===== src/hdl/ssc_map.svh =====
// Operation
// - Each output clock runs at half the master oscillator rate.
// - Both outputs are square waves, high for half the period.
// - Phase B lags phase A by half a period, or a quarter in quadrature.
// - Outputs stay muted for the first 64 cycles after power-up.
// - Modulation comes from a 15-bit linear feedback shift register.
// - The sequence is maximal length, repeating after 32767 shifts.
// - Seven register bits feed the step DAC, updated once per shift.
// - The shift register advances once every N output cycles.
// - Rate pin low, floating, high selects N of 16, 32, 64.
// - An output looped back to the rate pin stops modulation.
// - Spread keeps frequency within 0.9 to 1.1 of nominal; off means nominal.
`ifndef SSC_MAP_SVH
`define SSC_MAP_SVH
`define SSC_LFSR_WIDTH 15
`define SSC_LFSR_SEED 15'h0001
`define SSC_LFSR_TAP_HI 14
`define SSC_LFSR_TAP_LO 13
`define SSC_DAC_WIDTH 7
`define SSC_DAC_MID 7'h40
`define SSC_MUTE_CYCLES 64
`define SSC_N_LOW 16
`define SSC_N_FLOAT 32
`define SSC_N_HIGH 64
`define SSC_MASTER_CYCLES 40
`define SSC_SPREAD_DEN 640
`define SSC_SPREAD_LO_TENTHS 9
`define SSC_SPREAD_HI_TENTHS 11
`endif


===== src/hdl/ssc_pkg.sv =====
`default_nettype none
package ssc_pkg;
   typedef enum logic [2:0] {
      SSC_RATE_16 = 3'b001,
      SSC_RATE_32 = 3'b010,
      SSC_RATE_64 = 3'b100
   } ssc_rate_t;

   typedef struct packed {
      logic [14:0] shreg;
   } ssc_lfsr_st_t;

   typedef struct packed {
      logic [7:0] cnt;
      logic [7:0] per;
      logic a;
      logic b;
      logic muted;
      logic [6:0] mute;
      logic [6:0] ocnt;
      ssc_rate_t rate;
      logic dis;
      logic pin_prev;
      logic [7:0] edges;
      logic [6:0] dac;
      logic step;
      logic out_a;
      logic out_b;
      logic spread_on;
   } ssc_core_st_t;
endpackage
`default_nettype wire


===== src/hdl/ssc_lfsr_if.sv =====
`timescale 1ns/1ps
`default_nettype none
interface ssc_lfsr_if #(parameter int W = 15);
   logic step;
   logic [W-1:0] state;
   modport ctrl (output step, input state);
   modport gen (input step, output state);
endinterface
`default_nettype wire


===== src/hdl/ssc_top.sv =====
`timescale 1ns/1ps
`default_nettype none
`include "ssc_map.svh"
module spread_spectrum_clock_sequencer
   import ssc_pkg::*;
#(
   parameter bit QUADRATURE = 1'b0,
   parameter int MASTER_CYCLES = `SSC_MASTER_CYCLES
)
(
   input wire logic i_core_clk,
   input wire logic i_rstn,
   input wire logic i_rate_select_pin_hi,
   input wire logic i_rate_select_pin_lo,
   output logic o_phase_a_output,
   output logic o_phase_b_output,
   output logic [6:0] o_step_dac,
   output logic o_spread_modulation_on
);
   localparam logic signed [15:0] MC_S = 16'(MASTER_CYCLES);
   localparam logic signed [15:0] DEN_S = 16'(`SSC_SPREAD_DEN);

   ssc_core_st_t st_q;
   ssc_core_st_t st_d;
   ssc_lfsr_if #(.W(`SSC_LFSR_WIDTH)) lf ();

   ssc_lfsr u_lfsr (
      .i_core_clk(i_core_clk),
      .i_rstn(i_rstn),
      .lf(lf.gen)
   );

   function automatic logic [6:0] rate_n(input ssc_rate_t r);
      unique case (r)
         SSC_RATE_16: rate_n = 7'(`SSC_N_LOW);
         SSC_RATE_32: rate_n = 7'(`SSC_N_FLOAT);
         SSC_RATE_64: rate_n = 7'(`SSC_N_HIGH);
         default: rate_n = 7'(`SSC_N_FLOAT);
      endcase
   endfunction

   logic signed [15:0] code_s;
   logic signed [15:0] off_s;
   logic signed [15:0] per_s;
   logic tick;
   logic rise;
   logic boundary;
   logic loop_seen;
   logic [6:0] nval;

   always_comb
   begin
      st_d = st_q;
      nval = rate_n(st_q.rate);
      // DAC code above midscale raises the master current, so shortens the period
      code_s = $signed({9'h000, st_q.dac}) - $signed({9'h000, `SSC_DAC_MID});
      off_s = (code_s * MC_S) / DEN_S;
      per_s = MC_S - off_s;
      tick = (st_q.cnt == 8'h00);
      rise = tick && !st_q.a;
      boundary = rise && (st_q.ocnt == nval - 7'h01);
      // A looped-back output gives about one rising edge per output cycle
      loop_seen = ({1'b0, st_q.edges} >= {3'b000, nval[6:1]})
         && ({1'b0, st_q.edges} <= {1'b0, nval, 1'b0});
      st_d.step = 1'b0;
      st_d.pin_prev = i_rate_select_pin_hi;
      if (i_rate_select_pin_hi && !st_q.pin_prev && st_q.edges != 8'hff)
      begin
         st_d.edges = st_q.edges + 8'h01;
      end
      if (tick)
      begin
         st_d.a = !st_q.a;
         st_d.cnt = 8'(per_s - 16'sd1);
         st_d.per = per_s[7:0];
      end
      else
      begin
         st_d.cnt = st_q.cnt - 8'h01;
      end
      if (QUADRATURE)
      begin
         if (st_q.cnt == {1'b0, st_q.per[7:1]})
         begin
            st_d.b = !st_q.b;
         end
      end
      else
      begin
         st_d.b = !st_d.a;
      end
      if (rise && st_q.muted)
      begin
         // Released on the rise after the count is full, so 64 whole cycles stay silent
         if (st_q.mute == 7'(`SSC_MUTE_CYCLES))
         begin
            st_d.muted = 1'b0;
         end
         else
         begin
            st_d.mute = st_q.mute + 7'h01;
         end
      end
      if (rise)
      begin
         st_d.ocnt = st_q.ocnt + 7'h01;
      end
      if (boundary)
      begin
         // Pin level and loopback are only looked at here, so the DAC never glitches mid-step
         st_d.ocnt = 7'h00;
         st_d.step = 1'b1;
         st_d.edges = 8'h00;
         st_d.dis = loop_seen;
         if (i_rate_select_pin_lo)
         begin
            st_d.rate = SSC_RATE_16;
         end
         else if (i_rate_select_pin_hi)
         begin
            st_d.rate = SSC_RATE_64;
         end
         else
         begin
            st_d.rate = SSC_RATE_32;
         end
         st_d.dac = loop_seen ? `SSC_DAC_MID : lf.state[6:0];
      end
      st_d.out_a = st_d.muted ? 1'b0 : st_d.a;
      st_d.out_b = st_d.muted ? 1'b0 : st_d.b;
      st_d.spread_on = !st_d.dis;
   end

   always_ff @(posedge i_core_clk or negedge i_rstn)
   begin
      if (!i_rstn)
      begin
         st_q <= '{cnt: 8'h00, per: 8'(MASTER_CYCLES), a: 1'b0, b: 1'b0, muted: 1'b1,
                   mute: 7'h00, ocnt: 7'h00, rate: SSC_RATE_32, dis: 1'b0, pin_prev: 1'b0,
                   edges: 8'h00, dac: `SSC_DAC_MID, step: 1'b0, out_a: 1'b0,
                   out_b: 1'b0, spread_on: 1'b1};
      end
      else
      begin
         st_q <= st_d;
      end
   end

   assign lf.step = st_q.step;
   assign o_phase_a_output = st_q.out_a;
   assign o_phase_b_output = st_q.out_b;
   assign o_step_dac = st_q.dac;
   assign o_spread_modulation_on = st_q.spread_on;
endmodule
`default_nettype wire


===== src/hdl/ssc_lfsr.sv =====
`timescale 1ns/1ps
`default_nettype none
`include "ssc_map.svh"
module ssc_lfsr
   import ssc_pkg::*;
(
   input wire logic i_core_clk,
   input wire logic i_rstn,
   ssc_lfsr_if.gen lf
);
   ssc_lfsr_st_t st_q;
   ssc_lfsr_st_t st_d;

   always_comb
   begin
      st_d = st_q;
      // x^15 + x^14 + 1 is primitive, so the all-zero lock-up state is never entered
      if (lf.step)
      begin
         st_d.shreg = {st_q.shreg[`SSC_LFSR_WIDTH-2:0],
                       st_q.shreg[`SSC_LFSR_TAP_HI] ^ st_q.shreg[`SSC_LFSR_TAP_LO]};
      end
   end

   always_ff @(posedge i_core_clk or negedge i_rstn)
   begin
      if (!i_rstn)
      begin
         st_q <= '{shreg: `SSC_LFSR_SEED};
      end
      else
      begin
         st_q <= st_d;
      end
   end

   assign lf.state = st_q.shreg;
endmodule
`default_nettype wire


===== config.mk =====
export PLATFORM = sky130hd
export DESIGN_NAME = spread_spectrum_clock_sequencer
export DESIGN_NICKNAME = d
export VERILOG_FILES = /design/src/hdl/ssc_pkg.sv /design/src/hdl/ssc_lfsr_if.sv /design/src/hdl/ssc_top.sv /design/src/hdl/ssc_lfsr.sv
export VERILOG_INCLUDE_DIRS = /design/src /design/src/hdl
export SDC_FILE = /design/constraint.sdc
export NUM_CORES = 1
export LEC_CHECK = 0
export CAP_MARGIN = 20
export CORE_UTILIZATION = 45
export DETAILED_ROUTE_END_ITERATION = 10
export DONT_BUFFER_PORTS = 1
export GPL_ROUTABILITY_DRIVEN = 0
export GPL_TIMING_DRIVEN = 0
export PLACE_DENSITY = 0.57
export SKIP_CTS_REPAIR_TIMING = 1
export SYNTH_ARGS = -nofsm -noshare
export SYNTH_HDL_FRONTEND = slang
export SYNTH_HIERARCHICAL = 1
export SYNTH_SLANG_ARGS = --single-unit

===== constraint.sdc =====
create_clock -name i_core_clk -period 6.95 [get_ports i_core_clk]
set_clock_uncertainty 0.15 [all_clocks]
set_input_delay 1.7375 -clock i_core_clk [delete_from_list [all_inputs] [get_ports i_core_clk]]
set_output_delay 1.7375 -clock i_core_clk [all_outputs]
set_load 0.02 [all_outputs]

==> flow_summary.json, run 1 <==
{
  "cts_buffers": 9,
  "num_vias": 3411,
  "start_kind": "register",
  "drcViolationCount": 0,
  "final_common_cell": "dfrtp_1",
  "synthArstFlopShare_pct": 100.0,
  "p_sw_share_pct": 24.63,
  "synth_seq_cells": 63,
  "ant_nets": 0,
  "core-area_mm2": 0.009371,
  "avgSynthCellArea_um2": 9.435,
  "r2r_end": "st_q[54]",
  "cts_buffer_depth": 2,
  "switchingPower_mw": 0.1926,
  "h-tree-depth": 3,
  "outcome": "finished clean",
  "p_comb_share_pct": 7.8,
  "worst_pin_slew_ns": 0.7403,
  "ir_drop_mv": 0.1964,
  "clock-root-buffer": "clkbuf_8",
  "finalCritPeriodShare_pct": 79.61,
  "synth_top_area_share_pct": 32.87,
  "drt_iter0_drc": 148,
  "power_frac_seq_pct": 52.4,
  "yosysSeqAreaShare_pct": 35.85,
  "drv_slew": 0,
  "netlist_area_mm2": 0.004415,
  "syn_to_final_growth_pct": 8.019,
  "arrival_ns": 5.59,
  "rr_startpoint": "o_step_dac[6]",
  "ys.flop_type": "dfrtp_1",
  "grt_max_degree": 64,
  "internal-power_mw": 0.5893,
  "r2r_setup_slack_ns": 1.42,
  "start_util_pct": 47.12,
  "grt_usage_pct": 19.25,
  "die_h_um": 101.1,
  "grt.overflow.total": 0,
  "hold_path_class": "reg2reg",
  "worstSetupStartpoint": "o_step_dac[6]",
  "hold_start": "st_q[38]",
  "diodes": 0,
  "cts_tree": "built",
  "final-hold-violation-count": 0,
  "cts_num_sinks": 63,
  "first_pass_iters": 4,
  "antenna_found_initial": 0,
  "dieArea_mm2": 0.01021,
  "boundaryPins": 14,
  "layout.cells.non_filler": 613,
  "required_ns": 7.01,
  "numPortBuffers": 0,
  "drive_above_1_share_pct": 15.29,
  "clockPowerShare_pct": 39.8,
  "via_per_inst": 5.564,
  "nNetsFinal": 514,
  "timing.reg2reg.worst_path_depth": 19,
  "cap_violations": 0,
  "place_hpwl_um": 6525,
  "wl_per_cell_um": 14.43,
  "die_x_um": 101.1,
  "power_density_mw_per_mm2": 163.9,
  "synth_area_leaders": "dfrtp_1 (33%), ha_1 (8.5%), xnor2_1 (4.0%)",
  "ys_warn_count": 6,
  "fin_crit_ns": 5.533,
  "synth_edf_count": 0,
  "syn_nets": 503,
  "rows": 35,
  "grt_pass1_vias": 3320,
  "cts.clk_slew.worst_paths_ns": 0.07,
  "most-common-layout-cells": "dfrtp_1 (58), nor2_1 (40), nand2_1 (39)",
  "drt_wl_total_um": 8847,
  "synth_cell_type_count": 76,
  "grt_pass1_wl_um": 15520,
  "clock_latency_ns": 0.33,
  "synthCells": 468,
  "setup-violations-final": 0,
  "cp_max_fo": 9,
  "setup.worst_path.end": "st_q[54]",
  "cp-end-kind": "register",
  "dpl.cell_count": 597,
  "rsz0062_at_grt": "no",
  "yosysTopAreaCell": "dfrtp_1",
  "p_leak_nw": 2.112,
  "relSlewSlack_pct": 50.27,
  "crit_type": "reg2reg",
  "max_freq_mhz": 180.7,
  "tns_ns": 0
}
## worst max-delay path: stages, from the launching register on
cell and delay, ns:
dfstp_2 0.60, inv_1 0.18, ha_1 0.32, ha_1 0.28
buf_4 0.16, a21oi_1 0.21, o22a_1 0.27, nand2_1 0.16
nor3_1 0.66, nor3_1 0.23, a2111oi_4 0.44, nor2_2 0.11
o2111a_1 0.16, a211oi_4 0.29, ha_1 0.26, a211oi_1 0.10
a211o_1 0.31, ha_1 0.23, xnor2_1 0.21, o21ai_1 0.09
## state kept, by name, summed over array words and instances (netlist names)
signal / cells
o_phase_a_output: 1
st_q: 37
o_step_dac: 7
u_lfsr/lf.state: 15
o_spread_modulation_on: 1
lf.step: 1
o_phase_b_output: 1
## synthesized netlist by cell type, drive strengths merged, types with 3 or more instances
master and count:
a31oi 8, a21oi 24, nand2 40, nor4 6, a2111oi 3, o21ai 28
xor2 13, xnor2 22, clkbuf 5, nor3b 4, o22ai 3, nand3 11
mux2i 3, a211oi 6, o21a 3, a211o 4, nor3 23, mux2 14
and3 3, nand4 7, or3 5, o211ai 3, inv 24, dfstp 5
ha 30, a41oi 3, or2 3, buf 19, a22o 4, o31ai 6
nand3b 4, a21o 4, dfrtp 58, nor2 42
## cells by family after synthesis
group	after synthesis	share of synthesized area, %
flops	63	35.85
compound gates	116	19.30
fa+ha+maj	31	8.954
xor+xnor	35	7.283
mux	17	4.931
simple gates	157	17.82
buf+inv	49	5.865
## power by group through the flow
stage	sequential [mW]	combinational, mW	clock [mW]
6_report	0.410	0.0613	0.311
3_3_place_gp	0.416	0.0600	0
2_1_floorplan	0.410	0.0518	0
5_1_grt	0.415	0.0740	0.336
3_5_place_dp	0.417	0.0618	0
4_1_cts	0.410	0.0628	0.318
## layout make-up
class | instances | area [um2]
sequential | 63 | 1583
clock buffer | 12 | 145.1
buffer | 24 | 165.2
inverter | 25 | 93.84
tap | 129 | 161.4
fill | 902 | 4602
clock inverter | 4 | 47.55
multi-input combinational | 356 | 2574
## stage by stage
stage	instance area [um2]	total power, mW	worst slack, ns	hold WS (ns)	util (%)
finish	4770	0.7819	1.417	0.3243	50.89
global route	4770	0.8245	1.006	0.3439	50.89
CTS	4770	0.7906	1.390	0.3297	50.89
detailed placement	4577	0.4786	1.401	0.3190	48.84
global placement	4577	0.4764	1.437	0.3136	48.84
floorplan	4415	0.4614	2.101	0.2952	-
## metal layers
layer | routed length, um | global-route usage, %
met3 | 329 | 3.467
met2 | 4099 | 31.34
met4 | 123 | 6.689
met5 | 0 | 0
met1 | 4294 | 25.69
## worst min-delay path by stage
stage                           to  slack, ns  depth (start not counted)
after detailed placement  st_q[38]       0.32                          2
after CTS                 st_q[38]       0.33                          2
after global routing      st_q[38]       0.34                          2
final                     st_q[38]       0.32                          2
after floorplan           st_q[38]       0.30                          2
after global placement    st_q[38]       0.31                          2
No activity file was read; power rests on OpenSTA's default activity.
==> inputs of run 2 (changes only) <==
--- a/config.mk
+++ b/config.mk
@@ -12,7 +12,7 @@
 export DONT_BUFFER_PORTS = 1
 export GPL_ROUTABILITY_DRIVEN = 0
 export GPL_TIMING_DRIVEN = 0
-export PLACE_DENSITY = 0.57
+export PLACE_DENSITY = 0.59
 export SKIP_CTS_REPAIR_TIMING = 1
 export SYNTH_ARGS = -nofsm -noshare
 export SYNTH_HDL_FRONTEND = slang
==> constraint.sdc (replaced) <==
create_clock -name i_core_clk -period 4.9 [get_ports i_core_clk]
set_clock_uncertainty 0.15 [all_clocks]
set_input_delay 1.225 -clock i_core_clk [delete_from_list [all_inputs] [get_ports i_core_clk]]
set_output_delay 1.225 -clock i_core_clk [all_outputs]
set_load 0.02 [all_outputs]
==> flow_summary.json, run 2 (synthesis gave the netlist of run 1 again) <==
{
  "cap_violations": 0,
  "tns_ns": -0.02170,
  "ir_drop_mv": 0.1770,
  "first_pass_iters": 4,
  "layout.cells.non_filler": 636,
  "cts_num_sinks": 63,
  "core-area_mm2": 0.009371,
  "cp_max_fo": 8,
  "crit_chain": "ha_4 > ha_4 > fa_2 > xor2_4 > or4_4 > o311a_4 > a31o_1 > buf_6 > a221oi_4 > nor2_1 > o2111a_1 > a211oi_4 > ha_4 > a211oi_2 > a211o_1 > ha_4 > xnor2_2 > o21ai_1",
  "hold_path_class": "reg2reg",
  "crit_top_cell": "ha_4",
  "drcViolationCount": 0,
  "clock_latency_ns": 0.33,
  "cp.depth": 18,
  "rows": 35,
  "rsz0062_at_grt": "yes",
  "power_density_mw_per_mm2": 190.4,
  "start_kind": "register",
  "total_power_mw": 1.028,
  "finish.utilization_pct": 57.61,
  "die_x_um": 101.1,
  "max_freq_mhz": 203.3,
  "min_to": "st_q[22]",
  "clock-root-buffer": "clkbuf_8",
  "final-hold-violation-count": 0,
  "largest_reg_flops": 37,
  "finalCritPeriodShare_pct": 100.4,
  "syn_to_final_growth_pct": 22.27,
  "worst_pin_slew_ns": 0.6613,
  "hold_ws_ns": 0.3389,
  "place_hpwl_um": 6470,
  "boundaryPins": 14,
  "regMostFlops": "st_q",
  "finalInstanceArea_mm2": 0.005399,
  "ant_nets": 0,
  "cp_top_family": "compound AO/OA/AOI/OAI gates",
  "dp_slack_ns": -0.6964,
  "violations": "negative setup slack",
  "timing.final.ws_setup_ns": -0.01967,
  "critical_path.slowest_cell": "or4_4",
  "fin_crit_ns": 4.920,
  "drt_iter0_drc": 148,
  "fill_cells": 852,
  "required_ns": 4.96,
  "grt_max_degree": 64,
  "timing.reg2reg.worst_path_depth": 18,
  "antenna_found_initial": 0,
  "h-tree-depth": 3,
  "dieArea_mm2": 0.01021,
  "min_path_cells": 2,
  "grt_pass1_wl_um": 15550,
  "placed_cell_area_mm2": 0.004577,
  "cts_tree": "built",
  "relSlewSlack_pct": 55.82,
  "cp-end-kind": "register",
  "start_util_pct": 47.12,
  "dpl.cell_count": 597,
  "arrival_ns": 4.98,
  "rr_startpoint": "o_step_dac[1]",
  "nNetsFinal": 539,
  "die_h_um": 101.1,
  "final_common_cell": "dfrtp_1",
  "wl_per_cell_um": 15.26,
  "cts.clk_slew.worst_paths_ns": 0.07,
  "worst-path-buf-inv": 1,
  "outcome": "finished with violations",
  "cts_buffers": 9,
  "p_leak_nw": 2.299,
  "grt_usage_pct": 19.25,
  "drive_above_1_share_pct": 29.98,
  "drv_slew": 0,
  "r2r_end": "st_q[54]",
  "r2r_setup_slack_ns": -0.02,
  "crit_type": "reg2reg",
  "hold_start": "st_q[22]",
  "diodes": 0,
  "via_per_inst": 5.615,
  "setup-violations-final": 2,
  "most-common-layout-cells": "dfrtp_1 (55), nor2_1 (40), nand2_1 (37)",
  "critPathMaxStageDelay_ns": 0.53,
  "cts_buffer_depth": 2,
  "num_vias": 3571,
  "grt_pass1_vias": 3377,
  "numPortBuffers": 0,
  "grt.overflow.total": 0,
  "drt_wl_total_um": 9707
}
run 2: changes by cell type in the layout (fill, tap and decap cells not counted), sizes merged:
cell      before  now
buf           19   42
clkinv         3    5
clkinvlp       1    2
bufinv         1    0
inv           24   23
clkbuf        17   16
run 2: per-layer routing:
| metal | GRT usage (%) | vias up | routed length [um] |
|---|---|---|---|
| li1 | - | 1763 | - |
| met1 | 25.34 | 1738 | 4430 |
| met2 | 31.92 | 56 | 4812 |
| met3 | 3.121 | 14 | 301 |
| met4 | 7.023 | 0 | 163 |
| met5 | 0 | - | 0 |
run 2: layout make-up:
class / count / area, um2 / area share [%]
Buffer: 23 / 177.7 / 3.291
Clock buffer: 9 / 123.9 / 2.294
Clock inverter: 5 / 27.53 / 0.5098
Inverter: 25 / 97.59 / 1.808
Multi-Input combinational cell: 356 / 3028 / 56.08
Sequential cell: 63 / 1587 / 29.39
Tap cell: 129 / 161.4 / 2.990
Timing Repair Buffer: 26 / 196.4 / 3.638
run 2: tightest hold or removal path: cells and delay by family, from the launching register on:
kind / cells / cell delay [ns]
compound gates: 1 / 0.06
flops: 1 / 0.38
simple gates: 1 / 0.05
run 2: report_power, final:
group          internal [mW]  leakage (nW)  switching (mW)  total, mW
Sequential             0.545         0.802          0.0365      0.582
Combinational         0.0426          1.42          0.0439     0.0865
Clock                  0.174        0.0805           0.186      0.360
run 2: worst max path at each step:
stage / end / slack (ns) / from
6_report: st_q[54] / -0.02 / o_step_dac[1]
5_1_grt: st_q[54] / -0.15 / o_step_dac[3]
4_1_cts: st_q[54] / -0.72 / o_step_dac[6]
3_5_place_dp: st_q[54] / -0.70 / o_step_dac[6]
3_3_place_gp: st_q[54] / -0.60 / o_step_dac[6]
2_1_floorplan: st_q[54] / 0.05 / o_step_dac[1]
